## config.mk

```make
export PLATFORM = sky130hd
export DESIGN_NAME = pscr_power_state_config_regs
export DESIGN_NICKNAME = d
export VERILOG_FILES = /design/src/hw/pscr_pkg.sv /design/src/hw/pscr_power_state_config_regs.sv
export VERILOG_INCLUDE_DIRS = /design/src /design/src/hw
export SDC_FILE = /design/constraint.sdc
export NUM_CORES = 1
export LEC_CHECK = 0
export BUFFER_PORTS_ARGS = -buffer_cell sky130_fd_sc_hd__clkbuf_2
export CORE_MARGIN = 2
export CORE_UTILIZATION = 41
export CTS_BUF_LIST = sky130_fd_sc_hd__clkbuf_2 sky130_fd_sc_hd__clkbuf_4 sky130_fd_sc_hd__clkbuf_8
export DETAILED_ROUTE_END_ITERATION = 8
export PLACE_DENSITY = 0.88
export SLEW_MARGIN = 20
export SYNTH_ARGS = -nofsm -noshare
export SYNTH_HDL_FRONTEND = slang
export SYNTH_SLANG_ARGS = --single-unit
export TNS_END_PERCENT = 5
```

## constraint.sdc

```tcl
create_clock -name clock -period 2.1 [get_ports clock]
set_clock_uncertainty 0.15 [all_clocks]
set_input_delay 0.21 -clock clock [delete_from_list [all_inputs] [get_ports clock]]
set_output_delay 0.21 -clock clock [all_outputs]
set_load 0.05 [all_outputs]
```

## src/hw/pscr_defs.svh

```systemverilog
// Offsets, field positions, reset values of the power state register bank
`ifndef PSCR_DEFS_SVH
`define PSCR_DEFS_SVH
`define PSCR_OFF_CAPINFO     8'hCE
`define PSCR_OFF_CSTCFG      8'hE2
`define PSCR_OFF_IOCAP       8'hE4
`define PSCR_BIT_RATIOPROG   28
`define PSCR_BIT_LIMPROG     29
`define PSCR_EFF_LO          40
`define PSCR_EFF_HI          47
`define PSCR_BIT_IOREDIR     10
`define PSCR_BIT_LOCK        15
`define PSCR_BIT_INTFILT     24
`define PSCR_IOCAP_RST       16'h0000
`define PSCR_STEP_KHZ        133330
`endif

```

## src/hw/pscr_pkg.sv

```systemverilog
// Types for the power state register bank
package pscr_pkg;
  typedef logic [7:0]  pscr_addr_t;
  typedef logic [63:0] pscr_data_t;
  typedef logic [2:0]  pscr_limit_t;
  typedef enum logic [2:0] {
    PSCR_LIM_NONE_PKG = 3'h0,
    PSCR_LIM_C1       = 3'h1,
    PSCR_LIM_C3       = 3'h2,
    PSCR_LIM_C6       = 3'h3,
    PSCR_LIM_C7       = 3'h4,
    PSCR_LIM_RSV5     = 3'h5,
    PSCR_LIM_RSV6     = 3'h6,
    PSCR_LIM_UNLIM    = 3'h7
  } pscr_limit_e;
endpackage

```

## src/hw/pscr_power_state_config_regs.sv

```systemverilog
// Power state configuration and capability register bank
// Notes on behaviour
// - Bit 28 reports programmable boost ratio limits
// - Bit 29 reports programmable current/power limits
// - Bits 47:40 report most efficient ratio
// - Limit field decodes none, C6, C7, unlimited; code 010b acts as C6
// - Code 001b acts like 000b
// - Limit field loads factory value on first clock after reset
// - No limit code restricts package to C3
// - Bit 10 turns reads of the capture base port into idle requests
// - Bit 15 locks bits 15:0 until reset
// - Bit 24 set: wake only addressed core
// - Bit 24 clear: wake on any message
// - Capture base holds redirected port address
`timescale 1ns/1ps
`include "pscr_defs.svh"
module pscr_power_state_config_regs #(
  parameter logic [2:0] FACTORY_LIMIT = 3'h7,
  parameter logic       RATIO_PROG    = 1'b1,
  parameter logic       LIMIT_PROG    = 1'b1,
  parameter logic [7:0] EFF_RATIO     = 8'h07,
  parameter int         CORES         = 4
) (
  input  wire logic                clock,
  input  wire logic                rst_n,
  input  wire pscr_pkg::pscr_addr_t regAddr,
  input  wire pscr_pkg::pscr_data_t regWdata,
  input  wire logic                regWrite,
  input  wire logic                regRead,
  output pscr_pkg::pscr_data_t     regRdata,
  input  wire logic                ioRead,
  input  wire logic [15:0]         ioPort,
  output logic                     ioConsumed,
  output logic                     idleRequest,
  input  wire logic                eventValid,
  input  wire logic [CORES-1:0]    eventTarget,
  input  wire logic [CORES-1:0]    coreDeepIdle,
  output logic [CORES-1:0]         coreWake,
  output logic [2:0]               pkgDeepestState,
  output logic                     pkgIdleAllowed
);
  import pscr_pkg::*;

  logic        limitLoaded_reg, limitLoaded_next;
  logic [2:0]  limit_reg, limit_next;
  logic        ioRedir_reg, ioRedir_next;
  logic        lock_reg, lock_next;
  logic        intFilt_reg, intFilt_next;
  logic [15:0] ioBase_reg, ioBase_next;
  pscr_data_t  rdata_reg, rdata_next;
  pscr_data_t  capWord, cfgWord;
  logic        cfgWr, baseWr;

  always_comb begin
    capWord = '0;
    capWord[`PSCR_BIT_RATIOPROG] = RATIO_PROG;
    capWord[`PSCR_BIT_LIMPROG] = LIMIT_PROG;
    capWord[`PSCR_EFF_HI:`PSCR_EFF_LO] = EFF_RATIO;
    cfgWord = '0;
    cfgWord[2:0] = limit_reg;
    cfgWord[`PSCR_BIT_IOREDIR] = ioRedir_reg;
    cfgWord[`PSCR_BIT_LOCK] = lock_reg;
    cfgWord[`PSCR_BIT_INTFILT] = intFilt_reg;
  end

  assign cfgWr  = regWrite && regAddr == `PSCR_OFF_CSTCFG;
  assign baseWr = regWrite && regAddr == `PSCR_OFF_IOCAP;

  always_comb begin
    limitLoaded_next = 1'b1;
    limit_next   = limitLoaded_reg ? limit_reg : FACTORY_LIMIT;
    ioRedir_next = ioRedir_reg;
    lock_next    = lock_reg;
    intFilt_next = intFilt_reg;
    ioBase_next  = ioBase_reg;
    rdata_next   = '0;
    if (cfgWr) begin
      if (!lock_reg) begin
        limit_next   = regWdata[2:0];
        ioRedir_next = regWdata[`PSCR_BIT_IOREDIR];
        lock_next    = regWdata[`PSCR_BIT_LOCK];
      end
      intFilt_next = regWdata[`PSCR_BIT_INTFILT];
    end
    if (baseWr) begin
      ioBase_next = regWdata[15:0];
    end
    if (regRead) begin
      unique case (regAddr)
        `PSCR_OFF_CAPINFO: rdata_next = capWord;
        `PSCR_OFF_CSTCFG:  rdata_next = cfgWord;
        `PSCR_OFF_IOCAP:   rdata_next = {48'h0, ioBase_reg};
        default:           rdata_next = '0;
      endcase
    end
  end

  always_ff @(posedge clock or negedge rst_n) begin
    if (!rst_n) begin
      limitLoaded_reg <= 1'b0;
      limit_reg   <= 3'h0;
      ioRedir_reg <= 1'b0;
      lock_reg    <= 1'b0;
      intFilt_reg <= 1'b0;
      ioBase_reg  <= `PSCR_IOCAP_RST;
      rdata_reg   <= '0;
    end else begin
      limitLoaded_reg <= limitLoaded_next;
      limit_reg   <= limit_next;
      ioRedir_reg <= ioRedir_next;
      lock_reg    <= lock_next;
      intFilt_reg <= intFilt_next;
      ioBase_reg  <= ioBase_next;
      rdata_reg   <= rdata_next;
    end
  end

  assign regRdata = rdata_reg;

  // Redirected port reads become idle requests
  always_comb begin
    ioConsumed  = ioRedir_reg && ioRead && ioPort == ioBase_reg;
    idleRequest = ioConsumed;
  end

  // Deepest allowed package state; C3 code never yields a C3 cap
  always_comb begin
    unique case (limit_reg)
      PSCR_LIM_NONE_PKG, PSCR_LIM_C1: begin
        pkgDeepestState = PSCR_LIM_NONE_PKG;
        pkgIdleAllowed  = 1'b0;
      end
      PSCR_LIM_C3, PSCR_LIM_C6: begin
        pkgDeepestState = PSCR_LIM_C6;
        pkgIdleAllowed  = 1'b1;
      end
      PSCR_LIM_C7: begin
        pkgDeepestState = PSCR_LIM_C7;
        pkgIdleAllowed  = 1'b1;
      end
      default: begin
        pkgDeepestState = PSCR_LIM_UNLIM;
        pkgIdleAllowed  = 1'b1;
      end
    endcase
  end

  genvar g;
  generate
    for (g = 0; g < CORES; g++) begin : gWake
      assign coreWake[g] = eventValid && coreDeepIdle[g] &&
                           (!intFilt_reg || eventTarget[g]);
    end
  endgenerate

  // Lock and write protection
  a_lock_holds: assert property (
    @(posedge clock) disable iff (!rst_n)
    lock_reg |=> lock_reg && $stable(limit_reg) && $stable(ioRedir_reg))
    else $error("locked field changed");
  a_locked_write: assert property (
    @(posedge clock) disable iff (!rst_n)
    (cfgWr && lock_reg) |=> limit_reg == $past(limit_reg))
    else $error("write to locked limit took effect");
  a_lock_redir: assert property (
    @(posedge clock) disable iff (!rst_n)
    (cfgWr && lock_reg) |=> ioRedir_reg == $past(ioRedir_reg))
    else $error("write to locked redirect took effect");
  a_lock_set: assert property (
    @(posedge clock) disable iff (!rst_n)
    (cfgWr && !lock_reg && regWdata[`PSCR_BIT_LOCK]) |=> lock_reg)
    else $error("lock bit not set by write");
  a_unlocked_wr: assert property (
    @(posedge clock) disable iff (!rst_n)
    (cfgWr && !lock_reg) |=> limit_reg == $past(regWdata[2:0]))
    else $error("unlocked limit write lost");
  a_locked_quiet: assert property (
    @(posedge clock) disable iff (!rst_n)
    (cfgWr && lock_reg) |=> $stable(ioBase_reg))
    else $error("locked write disturbed capture base");

  // Port read redirection
  a_redir_req: assert property (
    @(posedge clock) disable iff (!rst_n)
    idleRequest |-> ioRedir_reg && ioRead && ioPort == ioBase_reg)
    else $error("idle request without matching port read");
  a_redir_off: assert property (
    @(posedge clock) disable iff (!rst_n)
    !ioRedir_reg |-> !ioConsumed)
    else $error("port read consumed while redirect off");
  a_redir_hit: assert property (
    @(posedge clock) disable iff (!rst_n)
    (ioRedir_reg && ioRead && ioPort == ioBase_reg) |-> idleRequest)
    else $error("matching port read not redirected");
  a_redir_miss: assert property (
    @(posedge clock) disable iff (!rst_n)
    ioPort != ioBase_reg |-> !ioConsumed)
    else $error("read of other port consumed");

  // Wake filtering
  a_filter_on: assert property (
    @(posedge clock) disable iff (!rst_n)
    intFilt_reg |-> (coreWake & ~eventTarget) == '0)
    else $error("unaddressed core woke while filtering");
  a_wake_addr: assert property (
    @(posedge clock) disable iff (!rst_n)
    (intFilt_reg && eventValid) |-> coreWake == (coreDeepIdle & eventTarget))
    else $error("addressed idle core missed wake");
  a_filt_write: assert property (
    @(posedge clock) disable iff (!rst_n)
    cfgWr |=> intFilt_reg == $past(regWdata[`PSCR_BIT_INTFILT]))
    else $error("filter enable not stored");
  a_filter_off: assert property (
    @(posedge clock) disable iff (!rst_n)
    (!intFilt_reg && eventValid) |-> coreWake == coreDeepIdle)
    else $error("idle core missed broadcast wake");
  a_no_event: assert property (
    @(posedge clock) disable iff (!rst_n)
    !eventValid |-> coreWake == '0)
    else $error("core woke without event");
  a_wake_idle: assert property (
    @(posedge clock) disable iff (!rst_n)
    (coreWake & ~coreDeepIdle) == '0)
    else $error("running core got wake");

  // Limit decode
  a_no_c3_cap: assert property (
    @(posedge clock) disable iff (!rst_n)
    pkgDeepestState != PSCR_LIM_C3)
    else $error("package limited to C3");
  a_c3_maps_c6: assert property (
    @(posedge clock) disable iff (!rst_n)
    limit_reg == PSCR_LIM_C3 |-> pkgDeepestState == PSCR_LIM_C6)
    else $error("code 010b not widened to C6");
  a_c1_like_c0: assert property (
    @(posedge clock) disable iff (!rst_n)
    limit_reg == PSCR_LIM_C1 |-> !pkgIdleAllowed)
    else $error("code 001b allowed package idle");
  a_c1_state: assert property (
    @(posedge clock) disable iff (!rst_n)
    limit_reg == PSCR_LIM_C1 |-> pkgDeepestState == PSCR_LIM_NONE_PKG)
    else $error("code 001b decoded apart from 000b");
  a_decode_none: assert property (
    @(posedge clock) disable iff (!rst_n)
    limit_reg == PSCR_LIM_NONE_PKG |-> !pkgIdleAllowed)
    else $error("code 000b allowed package idle");
  a_decode_c6: assert property (
    @(posedge clock) disable iff (!rst_n)
    limit_reg == PSCR_LIM_C6 |-> pkgDeepestState == PSCR_LIM_C6)
    else $error("code 011b not decoded as C6");
  a_decode_c7: assert property (
    @(posedge clock) disable iff (!rst_n)
    limit_reg == PSCR_LIM_C7 |-> pkgDeepestState == PSCR_LIM_C7)
    else $error("code 100b not decoded as C7");
  a_decode_unlim: assert property (
    @(posedge clock) disable iff (!rst_n)
    limit_reg == PSCR_LIM_UNLIM |-> pkgDeepestState == PSCR_LIM_UNLIM)
    else $error("code 111b not decoded as unlimited");
  a_factory_rst: assert property (
    @(posedge clock) disable iff (!rst_n)
    (!limitLoaded_reg && !lock_reg) |=> limit_reg == FACTORY_LIMIT ||
      $past(cfgWr))
    else $error("limit not loaded with factory value");

  // Register reads
  a_cap_read: assert property (
    @(posedge clock) disable iff (!rst_n)
    (regRead && regAddr == `PSCR_OFF_CAPINFO) |=>
      regRdata[`PSCR_BIT_RATIOPROG] == RATIO_PROG)
    else $error("capability ratio bit wrong");
  a_cap_limprog: assert property (
    @(posedge clock) disable iff (!rst_n)
    (regRead && regAddr == `PSCR_OFF_CAPINFO) |=>
      regRdata[`PSCR_BIT_LIMPROG] == LIMIT_PROG)
    else $error("capability limit bit wrong");
  a_cap_eff: assert property (
    @(posedge clock) disable iff (!rst_n)
    (regRead && regAddr == `PSCR_OFF_CAPINFO) |=>
      regRdata[`PSCR_EFF_HI:`PSCR_EFF_LO] == EFF_RATIO)
    else $error("capability efficiency ratio wrong");
  a_cap_rsvd: assert property (
    @(posedge clock) disable iff (!rst_n)
    (regRead && regAddr == `PSCR_OFF_CAPINFO) |=>
      regRdata[63:48] == '0 && regRdata[39:30] == '0 &&
      regRdata[27:0] == '0)
    else $error("capability reserved bits set");
  a_cfg_rsvd: assert property (
    @(posedge clock) disable iff (!rst_n)
    (regRead && regAddr == `PSCR_OFF_CSTCFG) |=>
      regRdata[9:3] == '0 && regRdata[14:11] == '0 &&
      regRdata[23:16] == '0 && regRdata[63:25] == '0)
    else $error("config reserved bits set");
  a_rdata_zero: assert property (
    @(posedge clock) disable iff (!rst_n)
    !regRead |=> regRdata == '0)
    else $error("read data without read");

  // Capture base
  a_base_write: assert property (
    @(posedge clock) disable iff (!rst_n)
    baseWr |=> ioBase_reg == $past(regWdata[15:0]))
    else $error("capture base not stored");
  a_base_hold: assert property (
    @(posedge clock) disable iff (!rst_n)
    !baseWr |=> $stable(ioBase_reg))
    else $error("capture base changed without write");
  a_base_read: assert property (
    @(posedge clock) disable iff (!rst_n)
    (regRead && regAddr == `PSCR_OFF_IOCAP) |=>
      regRdata == {48'h0, $past(ioBase_reg)})
    else $error("capture base read wrong");
endmodule
```

==> impl_metrics.env, run 1 <==
export IMPL_synthCells=198
export IMPL_final_cell_area_mm2=0.00286
export IMPL_p_switching_uw=538
export IMPL_end_kind="primary output"
export IMPL_synth_cell_type_count=33
export IMPL_power_frac_seq_pct=46.9
export IMPL_cts_sinks=41
export IMPL_violations="setup timing"
export IMPL_clockBufferDepth=2
export IMPL_power_density_mw_per_mm2=614
export IMPL_io_pins=176
export IMPL_netlist_top_cells_area="dfrtp_1 (46%), buf_4 (16%), mux2_4 (7.5%)"
export IMPL_synth_largest_area_cell="dfrtp_1"
export IMPL_cts_buffers=5
export IMPL_p_comb_share_pct=21.2
export IMPL_crit_end="idleRequest"
export IMPL_dieWidth_um=77.5
export IMPL_clk_pin_slew_ns=0.07
export IMPL_grt_util_all_layers_pct=15.8
export IMPL_synth_most_common_cell="buf_4"
export IMPL_grt_max_degree=26
export IMPL_synth_area_mm2=0.00222
export IMPL_syn_avg_cell_area_um2=11.2
export IMPL_fin_nets=405
export IMPL_synth_seq_cells=41
export IMPL_place_area_mm2=0.00261
export IMPL_ys_top_cells_by_count="buf_4 (48), dfrtp_1 (41), xnor2_1 (13)"
export IMPL_rows=26
export IMPL_drv_slew=0
export IMPL_synth_edff_count=0
export IMPL_insertedDiodeCount=0
export IMPL_fmax_mhz=423
export IMPL_run_status="finished, violations left"
export IMPL_hold_path_depth=2
export IMPL_r2r_start="lock_reg"
export IMPL_dpl_hpwl_mm=3.58
export IMPL_ys_flop_type="dfrtp_1"
export IMPL_min_period_over_period_pct=113
export IMPL_final_antenna_net_count=0
export IMPL_whs_ns=0.0100
export IMPL_setup_viol=2
export IMPL_power_frac_clock_pct=31.9
export IMPL_dieArea_mm2=0.00601
export IMPL_overflow=0
export IMPL_vias_per_cell=4.32
export IMPL_initial_core_util_pct=42.8
export IMPL_critical_path_class="reg -> out"
export IMPL_fin_ws_ns=-0.265
export IMPL_core_mm2=0.00517
export IMPL_dr_pass1_iters=5
export IMPL_irDropWorstVdd_uv=262
export IMPL_critical_path_required_ns=1.74
export IMPL_r2r_end="ioRedir_reg"
export IMPL_p_sw_share_pct=30.6
export IMPL_syn2layout_area_growth_pct=29.1
export IMPL_p_leak_uw=0.00157
export IMPL_layout_drive_gt1_share_pct=44.1
export IMPL_synth_top_cell_area_share_pct=46.3
export IMPL_cp_max_fo=3
export IMPL_via_count=1614
export IMPL_relSlewSlack_pct=66.0
export IMPL_fillCellCount=454
export IMPL_synth_warnings=0
export IMPL_startpoint_type="register"
export IMPL_yosysSeqAreaShare_pct=46.3
export IMPL_antenna_found_initial=0
export IMPL_io_buffers=86
export IMPL_hp_class="in -> reg"
export IMPL_startpoint="ioBase_reg[14]"
export IMPL_die_height_um=77.5
export IMPL_wl_per_cell_um=12.3
export IMPL_drt_iter0_drc=59
export IMPL_drc=0
export IMPL_period_needed_ns=2.36
export IMPL_cts_tree="yes"
export IMPL_htreeDepth=2
export IMPL_gp_congestion=0.810
export IMPL_hold_viol=0
export IMPL_reg2reg_depth=2
export IMPL_cap_violations=0
export IMPL_arrival_ns=2.00
export IMPL_regToRegSetupSlack_ns=0.77
export IMPL_hp_start="regWdata[4]"
export IMPL_grt_pass1_wl_mm=7.39
export IMPL_grt_pass1_vias=1609
export IMPL_tns_ns=-0.525
export IMPL_largest_reg_flops=18
export IMPL_cts_root_buf="clkbuf_8"
export IMPL_ys_async_sr_fraction_pct=100
export IMPL_worstMarginPinSlew_ns=0.510
export IMPL_internal_power_uw=1220
export IMPL_rsz0062_at_grt="yes"
export IMPL_insertion_delay_ns=0.29
export IMPL_wl_mm=4.59
export IMPL_fin_util_pct=55.3
-- per-stage QoR --
stage,setup slack [ns],cells,total power [µW]
6_report,-0.265,374,1760
5_1_grt,-0.367,374,1830
4_1_cts,-0.245,373,1770
3_5_place_dp,-0.0669,354,1190
3_3_place_gp,-0.0541,354,1180
2_1_floorplan,-0.316,239,1150
-- power groups by stage --
stage	combinational, µW	sequential [µW]	clock [µW]
2_1_floorplan	313	837	0
3_3_place_gp	346	838	0
3_5_place_dp	351	840	0
4_1_cts	368	824	580
5_1_grt	397	827	607
6_report	372	825	561
-- worst max-delay path, stage by stage, from the launching register on --
cell      delay [ns]
dfrtp_1         0.40
xnor2_1         0.15
nand4_1         0.11
or4_4           0.57
nor4_4          0.23
clkbuf_8        0.25
-- area by class of cell --
class | count | area [µm²] | area share, %
Sequential cell | 41 | 1030 | 35.9
Multi-Input combinational cell | 141 | 975 | 34.1
Timing Repair Buffer | 110 | 656 | 22.9
Clock buffer | 7 | 96.3 | 3.37
Tap cell | 70 | 87.6 | 3.06
Inverter | 4 | 15.0 | 0.525
Clock inverter | 1 | 5.00 | 0.175
-- per-layer routing --
metal / wire length [µm] / vias to the layer above / global-route usage, %
met1: 1760 / 759 / 18.2
met2: 2440 / 77 / 27.0
met4: 49 / 0 / 7.14
met5: 0 / - / 0
met3: 337 / 6 / 4.77
li1: - / 772 / -
-- worst min-delay path by stage --
stage	endpoint
floorplan	intFilt_reg
detailed placement	ioBase_reg[4]
global route	ioBase_reg[4]
CTS	ioBase_reg[14]
finish	ioBase_reg[4]
global placement	regRdata[4]
-- kinds of logic after synthesis --
group,count (synthesis),synth area share (%)
other,2,0.339
xor gates and xnor gates,16,6.32
muxes,18,11.0
buffers and inverters,57,18.2
and+or+nand+nor,49,13.4
AOI/OAI and AO/OA,15,4.40
DFF,41,46.3
-- placed cells by master, fill, tap and decap left out --
master / instances
and2_1: 11
o211ai_1: 1
or2_2: 1
nor3b_1: 1
nand4_2: 1
clkbuf_8: 9
nor2b_1: 7
or2_1: 1
nor2_1: 6
buf_4: 13
nand3_4: 1
mux2_2: 7
dlygate4sd3_1: 11
nand4_1: 3
nor3_1: 4
inv_1: 4
nand2_1: 6
dfrtp_1: 41
mux2_4: 11
clkbuf_2: 84
nor4_4: 1
or4_4: 1
conb_1: 43
xnor2_1: 11
and3_1: 1
a21o_1: 1
a41o_1: 1
nand3_1: 2
a22oi_1: 5
and4bb_2: 1
xnor2_2: 2
xor2_1: 3
a21oi_1: 7
and2_4: 1
clkinv_2: 1
-- what timing repair did --
item | CTS | global route
setup buffers | 1 | 0
hold endpoints to repair | 25 | 1
hold buffers | 10 | 1
endpoints found under the setup margin | 2 | 2
pin swaps | 9 | 1
gates resized for setup | 4 | 2
(Power assumes the default switching activity.)
==> run 2: changes to the inputs <==
==> constraint.sdc (replaced) <==
create_clock -name clock -period 2.5 [get_ports clock]
set_clock_uncertainty 0.15 [all_clocks]
set_input_delay 0.25 -clock clock [delete_from_list [all_inputs] [get_ports clock]]
set_output_delay 0.25 -clock clock [all_outputs]
set_load 0.05 [all_outputs]
==> run 2 against run 1 <==
Effect of this change: the run now ends clean; wire length down 7.1%; highest routed layer unchanged; worst hold slack better by 0.033 ns; clock power down 12%; power down 16%; largest power group unchanged; first-iteration DRC count up 3.4%; sequential power down 16%; core utilization down 3.4 points; count of clock-buffer cells in the layout down 2; sequential share of layout area up 2.4 points; sequential cell count unchanged; non-clock buffer count down 19.
==> impl_metrics.env, run 2 (synthesized netlist as in run 1, its figures left out) <==
export IMPL_arrival_ns=2.06
export IMPL_top_layer="met4"
export IMPL_antenna_found_initial=0
export IMPL_layout_drive_gt1_share_pct=43.3
export IMPL_wl_met3_um=374
export IMPL_end_kind="primary output"
export IMPL_vias_per_cell=4.26
export IMPL_r2r_start="lock_reg"
export IMPL_worstMarginPinSlew_ns=0.883
export IMPL_layout_commonest_cell="clkbuf_2"
export IMPL_fin_nets=386
export IMPL_syn2layout_area_growth_pct=21.1
export IMPL_setup_viol=0
export IMPL_power_density_mw_per_mm2=550
export IMPL_largest_reg_flops=18
export IMPL_grt_max_degree=42
export IMPL_fin_util_pct=51.9
export IMPL_dr_pass1_iters=4
export IMPL_via_count=1509
export IMPL_rsz0062_at_grt="yes"
export IMPL_fmax_mhz=407
export IMPL_cap_violations=0
export IMPL_power_frac_seq_pct=47.1
export IMPL_cts_root_buf="clkbuf_8"
export IMPL_power_frac_clock_pct=33.6
export IMPL_hold_viol=0
export IMPL_critical_path_required_ns=2.10
export IMPL_startpoint_type="register"
export IMPL_run_status="complete, no violations"
export IMPL_p_leak_uw=0.00148
export IMPL_relSlewSlack_pct=41.1
export IMPL_post_place_ws_ns=0.285
export IMPL_fin_ws_ns=0.0441
export IMPL_htreeDepth=2
export IMPL_io_pins=176
export IMPL_p_switching_uw=430
export IMPL_p_comb_share_pct=19.3
export IMPL_irDropWorstVdd_uv=252
export IMPL_grt_util_all_layers_pct=14.5
export IMPL_initial_core_util_pct=42.8
export IMPL_dieWidth_um=77.5
export IMPL_drv_slew=0
export IMPL_final_antenna_net_count=0
export IMPL_min_period_over_period_pct=98.2
export IMPL_critical_path_class="reg -> out"
export IMPL_clockBufferDepth=2
export IMPL_insertion_delay_ns=0.28
export IMPL_cts_buffers=5
export IMPL_core_mm2=0.00517
export IMPL_final_cell_mix="clkbuf_2 (83), conb_1 (43), dfrtp_1 (41), xnor2_1 (12)"
export IMPL_cts_sinks=41
export IMPL_io_buffers=86
export IMPL_drt_iter0_drc=61
export IMPL_p_total_uw=1480
export IMPL_wl_met2_mm=2.20
export IMPL_wl_met1_mm=1.65
export IMPL_wl_mm=4.26
export IMPL_regToRegSetupSlack_ns=1.16
export IMPL_min_to="ioBase_reg[9]"
export IMPL_wl_per_cell_um=12.0
export IMPL_reg2reg_depth=2
export IMPL_overflow=0
export IMPL_hp_class="in -> reg"
export IMPL_internal_power_uw=1050
export IMPL_p_sw_share_pct=29.2
export IMPL_die_height_um=77.5
export IMPL_hold_path_depth=2
export IMPL_tns_ns=0
export IMPL_drc=0
export IMPL_period_needed_ns=2.46
export IMPL_r2r_end="ioRedir_reg"
export IMPL_dpl_hpwl_mm=3.45
export IMPL_gp_congestion=0.783
export IMPL_cts_tree="yes"
export IMPL_dieArea_mm2=0.00601
export IMPL_hp_start="regWdata[9]"
export IMPL_rows=26
export IMPL_grt_pass1_wl_mm=6.73
export IMPL_grt_pass1_vias=1427
export IMPL_clk_pin_slew_ns=0.07
export IMPL_cp_max_fo=3
export IMPL_insertedDiodeCount=0
run 2: worst max path at each step:
stage	depth (start not counted)	startpoint	endpoint	slack [ns]
2_1_floorplan	5	ioBase_reg[3]	ioConsumed	0.03
3_3_place_gp	5	ioBase_reg[12]	ioConsumed	0.31
3_5_place_dp	5	ioBase_reg[12]	idleRequest	0.29
5_1_grt	5	ioBase_reg[1]	idleRequest	-0.07
6_report	5	ioBase_reg[1]	idleRequest	0.04
4_1_cts	5	ioBase_reg[12]	idleRequest	0.02
run 2: final cells by class:
type / count / area (µm²)
flip-flops and latches: 41 / 1030
clock inverters: 2 / 35.0
multi-input cells: 141 / 967
inverters: 4 / 15.0
repair buffers: 91 / 483
clock buffers: 5 / 68.8
well taps: 70 / 87.6
fillers: 480 / 2490
run 2: repair_timing:
item                                   4_1_cts  5_1_grt
gates cloned                                 0        0
pin swaps                                    0        5
gates resized for setup                      2        6
setup endpoints to repair                    2        2
endpoints found under the hold margin       16        0
setup buffers                                0        2
hold buffers                                 1        0
run 2: metal layers:
metal | vias up | global-route usage, %
met4 | 0 | 4.11
li1 | 732 | -
met1 | 702 | 16.7
met3 | 4 | 5.70
met2 | 71 | 25.0
met5 | - | 0
run 2: critical path, stage by stage (launching register included):
cell and delay, ns:
dfrtp_1 0.41, xnor2_1 0.16, nand4_1 0.13, or4_4 0.55, nor4_4 0.32, buf_6 0.21
run 2: per-stage QoR:
| step | cells | hold WS, ns | area [µm²] |
|---|---|---|---|
| after floorplan | 239 | -0.196 | 2380 |
| after global placement | 344 | 0.297 | 2530 |
| after detailed placement | 344 | 0.309 | 2530 |
| after CTS | 352 | 0.0310 | 2650 |
| after global routing | 354 | 0.0264 | 2680 |
| final | 354 | 0.0429 | 2680 |
run 2: power groups by stage:
stage	Sequential [µW]	Combinational (µW)	Clock (µW)
6_report	695	284	496
2_1_floorplan	703	263	0
3_5_place_dp	708	281	0
3_3_place_gp	706	277	0
4_1_cts	695	282	515
5_1_grt	697	304	546
